[config.mk]
export PLATFORM = sky130hd
export DESIGN_NAME = spread_modem_params
export DESIGN_NICKNAME = d
export VERILOG_FILES = /design/src/design/modem_params_pkg.sv /design/src/design/sym_buffer.sv /design/src/design/spread_modem_params.sv
export SDC_FILE = /design/constraint.sdc
export NUM_CORES = 1
export LEC_CHECK = 0
export ABC_AREA = 1
export BUFFER_PORTS_ARGS = -buffer_cell sky130_fd_sc_hd__buf_2
export CORE_MARGIN = 1.5
export CORE_UTILIZATION = 35
export CTS_BUF_LIST = sky130_fd_sc_hd__clkbuf_4 sky130_fd_sc_hd__clkbuf_8 sky130_fd_sc_hd__clkbuf_16
export CTS_CLUSTER_DIAMETER = 80
export CTS_CLUSTER_SIZE = 8
export DETAILED_ROUTE_END_ITERATION = 8
export MAX_ROUTING_LAYER = met4
export PLACE_DENSITY_LB_ADDON = 0.1
export SLEW_MARGIN = 40
export SYNTH_ARGS = -nofsm -noshare
export SYNTH_HDL_FRONTEND = slang
export SYNTH_SLANG_ARGS = --single-unit
[constraint.sdc]
create_clock -name clk_sys -period 6.4 [get_ports clk_sys]
set_clock_uncertainty 0.05 [all_clocks]
set_input_delay 0.32 -clock clk_sys [delete_from_list [all_inputs] [get_ports clk_sys]]
set_output_delay 0.32 -clock clk_sys [all_outputs]
set_load 0.02 [all_outputs]
[src/design/modem_params_pkg.sv]
package modem_params_pkg;

   // ********************************************************************
   // Clock and timing.
   // ********************************************************************
   localparam int CLK_HZ = 50000000;

   // ********************************************************************
   // Field limits and special values.
   // ********************************************************************
   localparam logic [3:0] SF_MIN          = 4'h6;
   localparam logic [3:0] SF_MAX          = 4'hc;
   localparam logic [3:0] SF_HIGH_RATE    = 4'h6;
   localparam logic [2:0] CR_MIN          = 3'h1;
   localparam logic [2:0] CR_MAX          = 3'h4;
   localparam logic [2:0] CR_HEADER       = 3'h4;
   localparam logic [3:0] OVERHEAD_BASE   = 4'h4;
   localparam logic [3:0] BW_CODE_MAX     = 4'h9;
   localparam logic [3:0] BW_LOW_BAND_MAX = 4'h7;
   localparam logic [2:0] SF6_DETECT_TUNE = 3'h5;
   localparam logic [7:0] SF6_THRESHOLD   = 8'h0c;

   // ********************************************************************
   // Values after reset.
   // ********************************************************************
   localparam logic [3:0] RESET_SF        = 4'h7;
   localparam logic [2:0] RESET_CR        = 3'h1;
   localparam logic [3:0] RESET_BW        = 4'h7;
   localparam logic [2:0] RESET_DETECT    = 3'h3;
   localparam logic [7:0] RESET_THRESHOLD = 8'h0a;

   // ********************************************************************
   // Channel widths in hertz, codes 0 to 9, and cycles per chip.
   // ********************************************************************
   localparam int BW0_HZ = 7800;
   localparam int BW1_HZ = 10400;
   localparam int BW2_HZ = 15600;
   localparam int BW3_HZ = 20800;
   localparam int BW4_HZ = 31200;
   localparam int BW5_HZ = 41700;
   localparam int BW6_HZ = 62500;
   localparam int BW7_HZ = 125000;
   localparam int BW8_HZ = 250000;
   localparam int BW9_HZ = 500000;
   localparam logic [12:0] CHIP_CYC_0 = 13'(CLK_HZ / BW0_HZ);
   localparam logic [12:0] CHIP_CYC_1 = 13'(CLK_HZ / BW1_HZ);
   localparam logic [12:0] CHIP_CYC_2 = 13'(CLK_HZ / BW2_HZ);
   localparam logic [12:0] CHIP_CYC_3 = 13'(CLK_HZ / BW3_HZ);
   localparam logic [12:0] CHIP_CYC_4 = 13'(CLK_HZ / BW4_HZ);
   localparam logic [12:0] CHIP_CYC_5 = 13'(CLK_HZ / BW5_HZ);
   localparam logic [12:0] CHIP_CYC_6 = 13'(CLK_HZ / BW6_HZ);
   localparam logic [12:0] CHIP_CYC_7 = 13'(CLK_HZ / BW7_HZ);
   localparam logic [12:0] CHIP_CYC_8 = 13'(CLK_HZ / BW8_HZ);
   localparam logic [12:0] CHIP_CYC_9 = 13'(CLK_HZ / BW9_HZ);

   // ********************************************************************
   // Types.
   // ********************************************************************
   typedef struct packed {
      logic [3:0] spread_factor_value;
      logic [2:0] cyclic_code_select;
      logic [3:0] bandwidth_code;
      logic       implicit_header;
      logic       crc_on;
      logic [2:0] detect_tuning_field;
      logic [7:0] detect_threshold;
   } modem_cfg_t;

   typedef struct packed {
      logic [7:0] data;
      logic [2:0] code_rate;
      logic       is_header;
   } sym_word_t;

   typedef struct packed {
      logic [7:0] length;
      logic [2:0] code_rate;
      logic       crc_on;
      logic [3:0] check;
   } header_t;

   typedef enum logic [1:0] {
      TX_IDLE,
      TX_HDR_LO,
      TX_HDR_HI,
      TX_PAYLOAD
   } tx_state_t;

   function automatic logic [3:0] header_check(input logic [7:0] length,
                                                input logic [2:0] code_rate,
                                                input logic       crc_on);
      header_check = length[7:4] ^ length[3:0] ^ {code_rate, crc_on};
   endfunction : header_check

endpackage : modem_params_pkg

[src/design/sym_buffer.sv]
`timescale 1ns/100ps
`default_nettype none
module sym_buffer (
   input  wire logic                        clk_sys,
   input  wire logic                        reset_n,
   input  wire logic                        in_valid,
   output logic                             in_ready,
   input  wire modem_params_pkg::sym_word_t in_data,
   output logic                             out_valid,
   input  wire logic                        out_ready,
   output modem_params_pkg::sym_word_t      out_data
);

   // ********************************************************************
   // Two-entry buffer state.
   // ********************************************************************
   typedef struct packed {
      modem_params_pkg::sym_word_t [1:0] mem;
      logic                              wr_ptr;
      logic                              rd_ptr;
      logic [1:0]                        count;
   } buf_state_t;

   buf_state_t state_reg;
   buf_state_t state_next;
   logic       push;
   logic       pop;

   assign in_ready  = (state_reg.count != 2'h2);
   assign out_valid = (state_reg.count != 2'h0);
   assign out_data  = state_reg.mem[state_reg.rd_ptr];
   assign push      = in_valid && in_ready;
   assign pop       = out_valid && out_ready;

   always_comb begin
      state_next = state_reg;
      if (push) begin
         state_next.mem[state_reg.wr_ptr] = in_data;
         state_next.wr_ptr = ~state_reg.wr_ptr;
      end
      if (pop) begin
         state_next.rd_ptr = ~state_reg.rd_ptr;
      end
      if (push && !pop) begin
         state_next.count = state_reg.count + 2'h1;
      end else if (pop && !push) begin
         state_next.count = state_reg.count - 2'h1;
      end
   end

   always_ff @(posedge clk_sys or negedge reset_n) begin
      if (!reset_n) begin
         state_reg <= '0;
      end else begin
         state_reg <= state_next;
      end
   end

endmodule : sym_buffer
`default_nettype wire

[src/design/spread_modem_params.sv]
`timescale 1ns/100ps
`default_nettype none
module spread_modem_params #(
   parameter logic [12:0] CHIP_CYCLES_BW0 = modem_params_pkg::CHIP_CYC_0,
   parameter logic [12:0] CHIP_CYCLES_BW1 = modem_params_pkg::CHIP_CYC_1
) (
   input  wire logic                         clk_sys,
   input  wire logic                         reset_n,
   input  wire logic                         sleep_mode,
   input  wire logic                         mode_write,
   input  wire logic                         mode_spread_req,
   output logic                              map_select,
   output logic                              mode_change_refused,
   input  wire logic                         cfg_write,
   input  wire modem_params_pkg::modem_cfg_t cfg_in,
   input  wire logic                         low_band,
   output modem_params_pkg::modem_cfg_t      cfg_active,
   output logic                              cfg_valid,
   output logic                              sf6_setup_error,
   output logic [12:0]                       chips_per_symbol,
   output logic [3:0]                        overhead_quarters,
   output logic [18:0]                       channel_width_hz,
   output logic                              symbol_tick,
   input  wire logic [7:0]                   tx_payload_len,
   input  wire logic                         s_valid,
   output logic                              s_ready,
   input  wire logic [7:0]                   s_data,
   input  wire logic                         s_last,
   output logic                              m_valid,
   input  wire logic                         m_ready,
   output modem_params_pkg::sym_word_t       m_data,
   input  wire logic                         rx_hdr_valid,
   input  wire modem_params_pkg::header_t    rx_hdr,
   output logic                              rx_hdr_ok,
   output logic                              rx_hdr_drop,
   output logic [2:0]                        rx_code_rate
);

   // ********************************************************************
   // State.
   // ********************************************************************
   typedef struct packed {
      logic                         spread_mode;
      logic                         refused;
      modem_params_pkg::modem_cfg_t cfg;
      logic                         cfg_ok;
      logic                         sf6_err;
      modem_params_pkg::tx_state_t  tx;
      logic [12:0]                  chip_cnt;
      logic [12:0]                  sym_cnt;
      logic                         sym_tick;
      logic [2:0]                   rx_cr;
      logic                         hdr_ok;
      logic                         hdr_drop;
   } top_state_t;

   top_state_t                  state_reg;
   top_state_t                  state_next;
   logic                        buf_in_valid;
   logic                        buf_in_ready;
   modem_params_pkg::sym_word_t buf_in_data;
   modem_params_pkg::header_t   tx_hdr;
   logic [12:0]                 chip_cycles;
   logic [12:0]                 sym_chips;
   logic [18:0]                 bw_hz;
   logic                        sf_ok;
   logic                        cr_ok;
   logic                        bw_ok;
   logic                        tx_enable;

   // ********************************************************************
   // Decoding of the active settings.
   // ********************************************************************
   always_comb begin
      case (state_reg.cfg.bandwidth_code)
         4'h0: begin
            chip_cycles = CHIP_CYCLES_BW0;
            bw_hz = 19'(modem_params_pkg::BW0_HZ);
         end
         4'h1: begin
            chip_cycles = CHIP_CYCLES_BW1;
            bw_hz = 19'(modem_params_pkg::BW1_HZ);
         end
         4'h2: begin
            chip_cycles = modem_params_pkg::CHIP_CYC_2;
            bw_hz = 19'(modem_params_pkg::BW2_HZ);
         end
         4'h3: begin
            chip_cycles = modem_params_pkg::CHIP_CYC_3;
            bw_hz = 19'(modem_params_pkg::BW3_HZ);
         end
         4'h4: begin
            chip_cycles = modem_params_pkg::CHIP_CYC_4;
            bw_hz = 19'(modem_params_pkg::BW4_HZ);
         end
         4'h5: begin
            chip_cycles = modem_params_pkg::CHIP_CYC_5;
            bw_hz = 19'(modem_params_pkg::BW5_HZ);
         end
         4'h6: begin
            chip_cycles = modem_params_pkg::CHIP_CYC_6;
            bw_hz = 19'(modem_params_pkg::BW6_HZ);
         end
         4'h7: begin
            chip_cycles = modem_params_pkg::CHIP_CYC_7;
            bw_hz = 19'(modem_params_pkg::BW7_HZ);
         end
         4'h8: begin
            chip_cycles = modem_params_pkg::CHIP_CYC_8;
            bw_hz = 19'(modem_params_pkg::BW8_HZ);
         end
         4'h9: begin
            chip_cycles = modem_params_pkg::CHIP_CYC_9;
            bw_hz = 19'(modem_params_pkg::BW9_HZ);
         end
         default: begin
            chip_cycles = 13'h0001;
            bw_hz = 19'h00000;
         end
      endcase
   end

   assign sf_ok = (state_reg.cfg.spread_factor_value >= modem_params_pkg::SF_MIN) &&
                  (state_reg.cfg.spread_factor_value <= modem_params_pkg::SF_MAX);
   assign cr_ok = (state_reg.cfg.cyclic_code_select >= modem_params_pkg::CR_MIN) &&
                  (state_reg.cfg.cyclic_code_select <= modem_params_pkg::CR_MAX);
   assign bw_ok = (state_reg.cfg.bandwidth_code <= modem_params_pkg::BW_CODE_MAX) &&
                  (!low_band ||
                   state_reg.cfg.bandwidth_code <= modem_params_pkg::BW_LOW_BAND_MAX);
   assign sym_chips = 13'h0001 << state_reg.cfg.spread_factor_value;
   assign tx_enable = state_reg.spread_mode && state_reg.cfg_ok;

   always_comb begin
      tx_hdr.length    = tx_payload_len;
      tx_hdr.code_rate = state_reg.cfg.cyclic_code_select;
      tx_hdr.crc_on    = state_reg.cfg.crc_on;
      tx_hdr.check     = modem_params_pkg::header_check(tx_payload_len,
                                                        state_reg.cfg.cyclic_code_select,
                                                        state_reg.cfg.crc_on);
   end

   // ********************************************************************
   // Next-state logic.
   // ********************************************************************
   always_comb begin
      state_next = state_reg;
      state_next.refused = 1'b0;
      state_next.sym_tick = 1'b0;
      state_next.hdr_ok = 1'b0;
      state_next.hdr_drop = 1'b0;
      buf_in_valid = 1'b0;
      buf_in_data = '0;
      s_ready = 1'b0;

      if (mode_write) begin
         if (sleep_mode) begin
            state_next.spread_mode = mode_spread_req;
         end else begin
            state_next.refused = 1'b1;
         end
      end
      if (cfg_write) begin
         state_next.cfg = cfg_in;
      end
      state_next.cfg_ok = sf_ok && cr_ok && bw_ok;
      state_next.sf6_err = (state_reg.cfg.spread_factor_value == modem_params_pkg::SF_HIGH_RATE) &&
         (!state_reg.cfg.implicit_header ||
          state_reg.cfg.detect_tuning_field != modem_params_pkg::SF6_DETECT_TUNE ||
          state_reg.cfg.detect_threshold != modem_params_pkg::SF6_THRESHOLD);

      if (tx_enable) begin
         if (state_reg.chip_cnt >= chip_cycles - 13'h0001) begin
            state_next.chip_cnt = 13'h0000;
            if (state_reg.sym_cnt >= sym_chips - 13'h0001) begin
               state_next.sym_cnt = 13'h0000;
               state_next.sym_tick = 1'b1;
            end else begin
               state_next.sym_cnt = state_reg.sym_cnt + 13'h0001;
            end
         end else begin
            state_next.chip_cnt = state_reg.chip_cnt + 13'h0001;
         end
      end else begin
         state_next.chip_cnt = 13'h0000;
         state_next.sym_cnt = 13'h0000;
      end

      case (state_reg.tx)
         modem_params_pkg::TX_IDLE: begin
            if (tx_enable && s_valid) begin
               if (state_reg.cfg.implicit_header) begin
                  state_next.tx = modem_params_pkg::TX_PAYLOAD;
               end else begin
                  state_next.tx = modem_params_pkg::TX_HDR_LO;
               end
            end
         end
         modem_params_pkg::TX_HDR_LO: begin
            buf_in_valid = 1'b1;
            buf_in_data = {tx_hdr[7:0], modem_params_pkg::CR_HEADER, 1'b1};
            if (buf_in_ready) begin
               state_next.tx = modem_params_pkg::TX_HDR_HI;
            end
         end
         modem_params_pkg::TX_HDR_HI: begin
            buf_in_valid = 1'b1;
            buf_in_data = {tx_hdr[15:8], modem_params_pkg::CR_HEADER, 1'b1};
            if (buf_in_ready) begin
               state_next.tx = modem_params_pkg::TX_PAYLOAD;
            end
         end
         modem_params_pkg::TX_PAYLOAD: begin
            buf_in_valid = s_valid;
            s_ready = buf_in_ready;
            buf_in_data = {s_data, state_reg.cfg.cyclic_code_select, 1'b0};
            if (s_valid && buf_in_ready && s_last) begin
               state_next.tx = modem_params_pkg::TX_IDLE;
            end
         end
         default: begin
            state_next.tx = modem_params_pkg::TX_IDLE;
         end
      endcase

      if (rx_hdr_valid) begin
         if (rx_hdr.check == modem_params_pkg::header_check(rx_hdr.length, rx_hdr.code_rate,
                                                            rx_hdr.crc_on) &&
             rx_hdr.code_rate >= modem_params_pkg::CR_MIN &&
             rx_hdr.code_rate <= modem_params_pkg::CR_MAX) begin
            state_next.rx_cr = rx_hdr.code_rate;
            state_next.hdr_ok = 1'b1;
         end else begin
            state_next.hdr_drop = 1'b1;
         end
      end
   end

   always_ff @(posedge clk_sys or negedge reset_n) begin
      if (!reset_n) begin
         state_reg <= '0;
         state_reg.cfg.spread_factor_value <= modem_params_pkg::RESET_SF;
         state_reg.cfg.cyclic_code_select <= modem_params_pkg::RESET_CR;
         state_reg.cfg.bandwidth_code <= modem_params_pkg::RESET_BW;
         state_reg.cfg.detect_tuning_field <= modem_params_pkg::RESET_DETECT;
         state_reg.cfg.detect_threshold <= modem_params_pkg::RESET_THRESHOLD;
         state_reg.rx_cr <= modem_params_pkg::RESET_CR;
         state_reg.tx <= modem_params_pkg::TX_IDLE;
      end else begin
         state_reg <= state_next;
      end
   end

   // ********************************************************************
   // Output buffer.
   // ********************************************************************
   sym_buffer u_sym_buffer (
      .clk_sys   (clk_sys),
      .reset_n   (reset_n),
      .in_valid  (buf_in_valid),
      .in_ready  (buf_in_ready),
      .in_data   (buf_in_data),
      .out_valid (m_valid),
      .out_ready (m_ready),
      .out_data  (m_data)
   );

   // ********************************************************************
   // Outputs.
   // ********************************************************************
   assign map_select = state_reg.spread_mode;
   assign mode_change_refused = state_reg.refused;
   assign cfg_active = state_reg.cfg;
   assign cfg_valid = state_reg.cfg_ok;
   assign sf6_setup_error = state_reg.sf6_err;
   assign chips_per_symbol = sym_chips;
   assign overhead_quarters = modem_params_pkg::OVERHEAD_BASE +
                              {1'b0, state_reg.cfg.cyclic_code_select};
   assign channel_width_hz = bw_hz;
   assign symbol_tick = state_reg.sym_tick;
   assign rx_hdr_ok = state_reg.hdr_ok;
   assign rx_hdr_drop = state_reg.hdr_drop;
   assign rx_code_rate = state_reg.rx_cr;

endmodule : spread_modem_params
`default_nettype wire

# [After elaboration in Yosys (flattened, before gate mapping)]
# Memory sizes are Yosys's and may differ from the RTL's.
# Cells that the tools add are included.
[word_totals] reg_bits=90 rom_bits=480 in_bits=67 out_inout_bits=84 wordCells=126 mem_count=1
[op_classes] add_sub_neg=7 n_lt_le_gt_ge=13 eq_ne=13 n_shift=1 n_mux=27 n_bitwise=6 n_reduce_logical=31
[memory_table] memory="(name not given)" depth=16 width=30 read_ports=1 rd_ports_with_merged_regs=0 write_ports=0 line_no="spread_modem_params.sv:75" source="case (state_reg.cfg.bandwidth_code)"
[op_table] cell="$mux W12" count=3
[op_table] cell="$pmux W12 S3" count=1
[op_table] cell="$add A13 B1 Y13 const B" count=2
[op_table] cell="$ge A13 B13 Y1" count=2
[op_table] cell="$mux W13" count=2
[op_table] cell="$mux W26" count=1
[op_table] cell="$sub A13 B1 Y13 const B" count=2
[op_table] cell="$bwmux W24" count=1
[op_table] cell="$logic_and A1 B1 Y1" count=17
[op_table] cell="$mux W2" count=8
[op_table] cell="$xor A4 B4 Y4" count=4
[op_table] cell="$mux W14" count=1
[op_table] cell="$shl A1 B4 Y13 const A" count=1
[op_table] cell="$demux W12 S1" count=1
[op_table] cell="$ne A2 B2 Y1 const B" count=5
[op_table] cell="$le A4 B4 Y1 const B" count=2
[op_table] cell="$ne A8 B4 Y1 const B" count=1
[op_table] cell="$pmux W2 S4" count=1
[op_table] cell="$mux W1" count=7
[op_table] cell="$ge A3 B1 Y1 const B" count=2
[op_table] cell="$le A3 B3 Y1 const B" count=2
[op_table] cell="$add A3 B3 Y4 const A" count=1
[op_table] cell="$eq A2 B2 Y1 const B" count=2
[op_table] cell="$eq A4 B3 Y1 const B" count=1
[op_table] cell="19 further kinds" count=28

# [Depth between registers and ports, before layout]
# Gate-level depths: netlist of run 1.
[depth] depth_word=8 mapped_depth=25

# [Modules after synthesis]
# Synthesis of run 1 repeated with hierarchy kept, for this count alone.
[hier_totals] cells_unflattened=952 hier_area_um2=6819.0
[by_module_without_submodules] mod="spread_modem_params" n_inst=1 cells_each=779 area_per_inst_um2=5360.1 seq_area_each_um2=1566.5
[by_module_without_submodules] mod="sym_buffer" n_inst=1 cells_each=173 area_per_inst_um2=1458.9 seq_area_each_um2=700.7

# [Worst setup path after synthesis of run 1]
# Ideal clock, no wire load.
[synth_path] path_kind="reg-to-reg" startpoint="reg state_reg, in the netlist cfg_active[13]" endpoint="reg state_reg[15] (netlist bit)" t_arrival_ns=2.973 required_ns=6.232 slack_ns=3.260 stages_incl_launch_ff=22 period_less_slack_ns=3.140 cell_sequence="dfstp_2 > inv_1 > ha_1 > inv_1 > nand2_4 > nand2_2 > nand2_4 > o21ai_4 > nand3_4 > nor2_2 > nand2_1 > nand2_1 > inv_1 > ha_1 > a21oi_1 > o21a_1 > nand2_1 > nor2_2 > nand2_2 > buf_4 > nand3b_1 > nand2_1"
[synth_via] elab_chain_len=4
[synth_rtl] item="start, declared" line_no="spread_modem_params.sv:57" source="top_state_t state_reg;"
[synth_rtl] item="start signal, assigned" line_no="spread_modem_params.sv:249" source="state_reg <= state_next;"
[synth_rtl] item="$mem_v2 Z16 W30"
[synth_rtl] item="$sub A13 B1 Y13" line_no="spread_modem_params.sv:172" source="if (state_reg.chip_cnt >= chip_cycles - 13'h0001) begin"
[synth_rtl] item="$ge A13 B13 Y1" line_no="spread_modem_params.sv:172"
[synth_rtl] item="$ne A2 B1 Y1 (no line)"
# Every way passes these cells.
# A chain may end at the register's enable or synchronous reset.

# [Final worst setup path of run 1]
[layout_path] startpoint="reg state_reg, in the netlist cfg_active[16]" endpoint="reg state_reg[6] (netlist bit)"
# The elaborated chain is that of the path after synthesis.

==> results of run 1 <==
-- metrics by stage --
stage	hold WS, ps	util [%]	area [µm²]	power, µW
floorplan	-25.6	-	6530	1510
global placement	300	39.7	7210	1760
detailed placement	298	39.7	7210	1760
CTS	78.4	41.4	7510	2310
global route	104	41.4	7510	2470
finish	91.4	41.4	7510	2280
-- logic make-up (layout without fill, tap and decap cells) --
| logic type | Yosys count | count (layout) | share of synthesized area, % |
|---|---|---|---|
| DFF | 90 | 90 | 34.8 |
| AOI/OAI and AO/OA | 118 | 118 | 10.8 |
| other | 1 | 2 | 0.0575 |
| xor gates and xnor gates | 33 | 33 | 4.43 |
| adders and majority gates | 44 | 44 | 8.44 |
| muxes | 4 | 4 | 0.690 |
| buffers and inverters | 161 | 273 | 11.7 |
| and+or+nand+nor | 424 | 424 | 29.1 |
-- placed cells by master (no fill, tap or decap), types with 3 or more instances in the layout --
cell type	Yosys	layout
inv_1	97	97
o21ai_1	7	7
xnor2_1	13	13
nand3_4	3	3
a22o_1	3	3
o21ai_2	3	3
clkbuf_16	0	9
nand3_1	37	37
nand2_2	8	8
nor2_1	81	81
inv_2	8	8
nand4_1	25	25
ha_1	44	44
nor2_2	6	6
dfstp_2	12	12
o21ai_0	59	59
a21oi_1	23	23
nor2_4	3	3
xor2_1	20	20
o21bai_1	5	5
inv_6	0	3
nand2_4	3	3
dfrtp_1	78	78
nand2_1	238	238
buf_2	7	147
mux2_2	4	4
nor3_1	8	8
o211ai_1	8	8
nand3_2	4	4
-- final cells by class --
type	instances	share of cell area [%]
Clock buffer	10	3.18
Timing Repair Buffer	150	10.1
Clock inverter	6	0.766
Inverter	107	5.38
Tap cell	229	3.81
Multi-Input combinational cell	625	46.6
Sequential cell	90	30.2
-- power by group --
part	leakage, µW	switching, µW	internal [µW]
Clock	0.000139	263	282
Combinational	0.00258	643	320
Sequential	0.00115	89.1	687
Total	0.00386	995	1290
-- worst paths after layout --
path,from,to,slack [ps],cells after the start
worst max-delay path,cfg_active[16]$_DFFE_PN0P_,state_reg[6]$_DFFE_PN0P_,2330,15
min in group asynchronous,reset_n,u_sym_buffer.state_reg[6]$_DFFE_PN0P_,440,2
max in group asynchronous,reset_n,cfg_valid$_DFF_PN0_,4790,3
worst min-delay path,sleep_mode,mode_change_refused$_DFF_PN0_,90,2
worst max register to register,cfg_active[16]$_DFFE_PN0P_,state_reg[6]$_DFFE_PN0P_,2330,15
worst min register to register,rx_code_rate[1]$_DFFE_PN0P_,rx_code_rate[1]$_DFFE_PN0P_,420,2
-- per-layer routing --
metal | part of all wire (%) | wire (µm) | vias to the layer above | global-route usage (%)
met5 | 0 | 0 | - | -
li1 | - | - | 3002 | -
met2 | 44 | 7660 | 124 | 29.6
met1 | 51 | 8980 | 2662 | 26.4
met4 | 1.3 | 236 | 0 | 5.38
met3 | 4.1 | 724 | 12 | 2.41
==> load_flow_metrics.sql, run 1 <==
INSERT INTO impl_metrics (metric_group, metric, value, unit) VALUES
('placed_design', 'gp_routability_congestion', '0.835', ''),
('timing', 'finalSetupViolations', '0', ''),
('status', 'failed_checks', 'DRC', ''),
('worst_setup_path', 'data_arrival_time_at_the_worst_slack_endpoint', '4260', 'ps'),
('timing', 'setup_ws', '2330', 'ps'),
('floorplanning', 'rows', '49', ''),
('floorplanning', 'core_area', '18100', 'µm²'),
('synthesis', 'edff_count_synth', '0', ''),
('layout', 'nFillCells', '1924', ''),
('clocking', 'cts_root_buf', 'clkbuf_16', ''),
('floorplanning', 'boundaryPins', '151', ''),
('timing', 'fin_crit', '4070', 'ps'),
('clocking', 'numCtsBuffers', '9', ''),
('power', 'power.density_cell_area', '304', 'nW/µm²'),
('clocking', 'worst_setup_hold_path_clk_slew', '70', 'ps'),
('synthesis', 'asyncSetResetFlopFracSynth', '100', '%'),
('synthesis', 'synth_cell_types', '46', ''),
('layout', 'multi_input_comb_area', '3500', 'µm²'),
('synthesis', 'synth_area_leader_cell', 'dfrtp_1', ''),
('global_route', 'grt_overflow', '0', ''),
('routing', 'drc', '11', ''),
('placed_design', 'place_hpwl', '13600', 'µm'),
('placed_design', 'pre_cts_ws', '2370', 'ps'),
('timing', 'unrepaired_setup_endpoints_after_global_routing', 'no', ''),
('worst_setup_path', 'cp_max_fo', '15', ''),
('timing', 'fmax', '245', 'MHz'),
('floorplanning', 'die_h', '140', 'µm'),
('synthesis', 'synth_seq_cells', '90', ''),
('synthesis', 'synth.cell_area', '6520', 'µm²'),
('routing', 'route.vias.total', '5800', ''),
('timing', 'report.final.hold_viol_count', '0', ''),
('worst_setup_path', 'path_buf_inv', '3', ''),
('worst_setup_path', 'critical_path.cell_chain', 'inv_2, nand2_2, inv_2, o22ai_1, inv_1, ha_1, nand3_4, xor2_1, ha_1, a21oi_1, o21ai_0, o21ai_2, nand2_2, nand3_1, nand2_1', ''),
('layout', 'drive_above_1_share', '22.9', '%'),
('global_route', 'globalRouteTotalUtil', '19.2', '%'),
('hold_path', 'hold_path_class', 'input port to register', ''),
('clocking', 'tritoncts_clock_tree', 'done', ''),
('layout', 'nets', '1094', ''),
('synthesis', 'synth_common_cells', 'nand2_1 (238), inv_1 (97), nor2_1 (81), dfrtp_1 (78), o21ai_0 (59)', ''),
('timing', 'relative_slew_slack', '48.5', '%'),
('clocking', 'insertion_delay', '350', 'ps'),
('synthesis', 'yosys-top-cells-area', 'dfrtp_1 (30%), nand2_1 (14%), ha_1 (8.4%), inv_1 (5.6%), dfstp_2 (4.8%)', ''),
('clocking', 'cts-hold-fix-buffers', '1', ''),
('timing', 'final.period_utilization', '63.7', '%'),
('layout', 'seqCellArea', '2270', 'µm²'),
('worst_setup_path', 'critical_path_class', 'register to register', ''),
('global_route', 'first_global_vias', '5547', ''),
('power', 'vdd_drop_max', '0.238', 'mV'),
('status', 'outcome', 'finished, violations left', ''),
('routing', 'detail_route.wirelength', '17600', 'µm'),
('worst_setup_path', 'critical-path-slowest-cell', 'dfrtp_1', ''),
('routing', 'wire_per_inst', '14.5', 'µm'),
('synthesis', 'dominantRegCellSynth', 'dfrtp_1', ''),
('floorplanning', 'die_area', '19500', 'µm²'),
('routing', 'drt_iter0_drc', '308', ''),
('job', 'cap_viol_max_count', '0', ''),
('clocking', 'maximum_buffer_depth_of_the_clock_tree', '2', ''),
('placed_design', 'numPortBuffers', '148', ''),
('timing', 'finalMaxSlewViolations', '0', ''),
('floorplanning', 'die_w', '140', 'µm'),
('clocking', 'cts.repair.resized', '0', ''),
('synthesis', 'synth.avg_cell_area', '7.46', 'µm²'),
('timing', 'tns', '0', 'ps'),
('clocking', 'numClockSinks', '90', ''),
('synthesis', 'synth.most_common_cell', 'nand2_1', ''),
('layout', 'area_grow_syn2layout', '15.2', '%'),
('routing', 'drt_pass1_iterations', '7', ''),
('routing', 'route.antenna.remaining_nets', '0', ''),
('global_route', 'antenna_found_initial', '0', ''),
('timing', 'slew_of_the_pin_with_the_lowest_slew_margin', '772', 'ps'),
('synthesis', 'yosys_warnings', '0', '');
No activity file was read; power rests on OpenSTA's default activity.
==> run 2: changes to the inputs <==
==> constraint.sdc (replaced) <==
create_clock -name clk_sys -period 3.7 [get_ports clk_sys]
set_clock_uncertainty 0.05 [all_clocks]
set_input_delay 0.185 -clock clk_sys [delete_from_list [all_inputs] [get_ports clk_sys]]
set_output_delay 0.185 -clock clk_sys [all_outputs]
set_load 0.02 [all_outputs]
==> run 2 against run 1 <==
The run still ends with DRC left. Final area rose by 3.8%. Non-clock buffer count increased by 22. Setup slack worse by 2000 ps. Clock-buffer cell count is 1 lower. Sequential share of layout area down 1.1 points. Final cell count is 1.8% higher. Critical path depth grew 4. Register-to-register slack got worse by 2000 ps. Via count increased by 1.2%. Critical endpoint is now state_reg[30]$_DFF_PN0_. Largest cell class unchanged.
==> load_flow_metrics.sql, run 2 (synthesis results as in run 1) <==
INSERT INTO impl_metrics (metric_group, metric, value, unit) VALUES
('power', 'p_leak', '0.00400', 'µW'),
('timing', 'slew_of_the_pin_with_the_lowest_slew_margin', '758', 'ps'),
('routing', 'drt_pass1_iterations', '7', ''),
('layout', 'drive_above_1_share', '23.0', '%'),
('timing', 'finalMaxSlewViolations', '0', ''),
('placed_design', 'gp_routability_congestion', '0.954', ''),
('job', 'cap_viol_max_count', '0', ''),
('routing', 'detail_route.wirelength', '17700', 'µm'),
('routing', 'route.vias.total', '5870', ''),
('global_route', 'first_global_vias', '5599', ''),
('worst_setup_path', 'worst_ep_required_time', '3920', 'ps'),
('layout', 'nFillCells', '1890', ''),
('clocking', 'worst_setup_hold_path_clk_slew', '70', 'ps'),
('clocking', 'post_cts_repair_setup_buffers', '0', ''),
('status', 'outcome', 'finished, violations left', ''),
('placed_design', 'numPortBuffers', '148', ''),
('clocking', 'numClockSinks', '90', ''),
('floorplanning', 'die_h', '140', 'µm'),
('timing', 'fmax', '293', 'MHz'),
('timing', 'finalSetupViolations', '0', ''),
('routing', 'drc', '11', ''),
('routing', 'drt_iter0_drc', '361', ''),
('worst_setup_path', 'data_arrival_time_at_the_worst_slack_endpoint', '3630', 'ps'),
('layout', 'multi_input_comb_area', '3500', 'µm²'),
('timing', 'fin_crit', '3420', 'ps'),
('routing', 'route.antenna.remaining_nets', '0', ''),
('worst_setup_path', 'cp_max_fo', '13', ''),
('layout', 'seqCellArea', '2270', 'µm²'),
('global_route', 'antenna_found_initial', '0', ''),
('clocking', 'htree_num_levels', '3', ''),
('clocking', 'tritoncts_clock_tree', 'done', ''),
('worst_setup_path', 'cp-start-kind', 'register', ''),
('floorplanning', 'die_w', '140', 'µm'),
('worst_setup_path', 'reg2reg_slack', '280', 'ps'),
('hold_path', 'hold_path_class', 'input port to register', ''),
('power', 'p_total', '4180', 'µW'),
('floorplanning', 'core_area', '18100', 'µm²'),
('floorplanning', 'die_area', '19500', 'µm²'),
('timing', 'report.final.hold_viol_count', '0', ''),
('clocking', 'numCtsBuffers', '9', ''),
('layout', 'area_grow_syn2layout', '19.5', '%'),
('worst_setup_path', 'worst_setup_path_end_kind', 'register', ''),
('power', 'vdd_drop_max', '0.443', 'mV'),
('global_route', 'grt_pass1_wl', '29200', 'µm'),
('floorplanning', 'boundaryPins', '151', ''),
('timing', 'final.period_utilization', '92.3', '%'),
('layout', 'total_inserted_antenna_cells', '0', ''),
('floorplanning', 'rows', '49', ''),
('power', 'power.density_cell_area', '536', 'nW/µm²'),
('timing', 'relative_slew_slack', '49.1', '%'),
('clocking', 'cts.repair.resized', '0', ''),
('layout', 'commonest_non_fill_non_tap_cell_in_the_layout', 'nand2_1', ''),
('floorplanning', 'initial_core_util', '35.9', '%'),
('clocking', 'maximum_buffer_depth_of_the_clock_tree', '2', ''),
('global_route', 'globalRouteTotalUtil', '19.4', '%'),
('global_route', 'pin_count_of_the_biggest_net_entering_global_routing', '76', ''),
('worst_setup_path', 'critical_path_class', 'register to register', ''),
('global_route', 'grt_overflow', '0', ''),
('placed_design', 'place_hpwl', '13600', 'µm'),
('routing', 'detail_route.vias_per_cell', '4.74', ''),
('layout', 'layout_common_cells', 'nand2_1 (238), buf_2 (147), inv_1 (97)', ''),
('clocking', 'insertion_delay', '350', 'ps'),
('timing', 'holdWs', '7.00', 'ps'),
('routing', 'wire_per_inst', '14.3', 'µm'),
('status', 'failed_checks', 'DRC', ''),
('layout', 'nets', '1116', ''),
('timing', 'unrepaired_setup_endpoints_after_global_routing', 'yes', ''),
('clocking', 'cts_root_buf', 'clkbuf_16', '');
[run 2: changes by cell type in the layout (fill, tap and decap cells not counted), sizes merged]
| cell | before | now |
|---|---|---|
| inv | 109 | 108 |
| buf | 149 | 155 |
| clkbuf | 10 | 9 |
| bufinv | 0 | 4 |
| clkinvlp | 2 | 0 |
| dlygate4sd3 | 1 | 17 |
[run 2: final cells by class]
cell class / count / share of cell area, %
multi-input combinational: 625 / 44.9
sequential: 90 / 29.1
timing repair buffer: 172 / 12.4
clock inverter: 7 / 1.88
clock buffer: 9 / 2.89
inverter: 107 / 5.18
tap: 229 / 3.67
[run 2: metal layers]
metal  track usage [%]  wire length (µm)
met1              24.6              8330
met3              3.79               782
met2              32.3              8470
met4              3.81               141
met5                 -                 0
[run 2: power breakdown]
group	total (µW)	switching [µW]	leakage (µW)	internal, µW
Sequential	1340	146	0.00115	1190
Clock	1150	418	0.000181	735
Combinational	1690	1120	0.00267	571
[run 2: worst max-delay path, cell delays in order (launching register included)]
cell and delay (ps):
dfstp_2 610, inv_1 170, ha_1 340, inv_1 100
nand2_4 70, nand2_2 80, nand2_4 50, o21ai_4 100
nand3_4 130, nor2_2 140, nand2_1 70, nand2_1 60
inv_1 40, ha_1 280, a21oi_1 160, o21a_1 120
nand2_1 70, nor2_2 180, nand3_2 290, a21oi_1 220
[run 2: final timing paths]
check / end / startpoint / depth (start not counted)
max: state_reg[30]$_DFF_PN0_ / cfg_active[13]$_DFFE_PN1P_ / 19
min: cfg_active[5]$_DFFE_PN0P_ / cfg_in[5] / 3
max reg2reg: state_reg[30]$_DFF_PN0_ / cfg_active[13]$_DFFE_PN1P_ / 19
min reg2reg: rx_code_rate[0]$_DFFE_PN1P_ / rx_code_rate[0]$_DFFE_PN1P_ / 2
max in group asynchronous: cfg_active[20]$_DFFE_PN1P_ / reset_n / 3
min in group asynchronous: u_sym_buffer.state_reg[6]$_DFFE_PN0P_ / reset_n / 2
[run 2: timing repair]
item                                    in CTS  in global routing
endpoints found under the setup margin       0                 15
endpoints found under the hold margin       77                  1
hold buffers                                16                  1
[run 2: per-stage QoR]
stage               setup slack, ps  instance area, µm²  utilization [%]  instances  TNS, ps
finish                          283                7800             43.0       1239        0
global route                  -61.2                7800             43.0       1239     -264
CTS                             278                7790             42.9       1238        0
detailed placement              299                7260             40.0       1206        0
global placement                414                7250             40.0       1206        0
floorplan                       560                6530                -        876        0
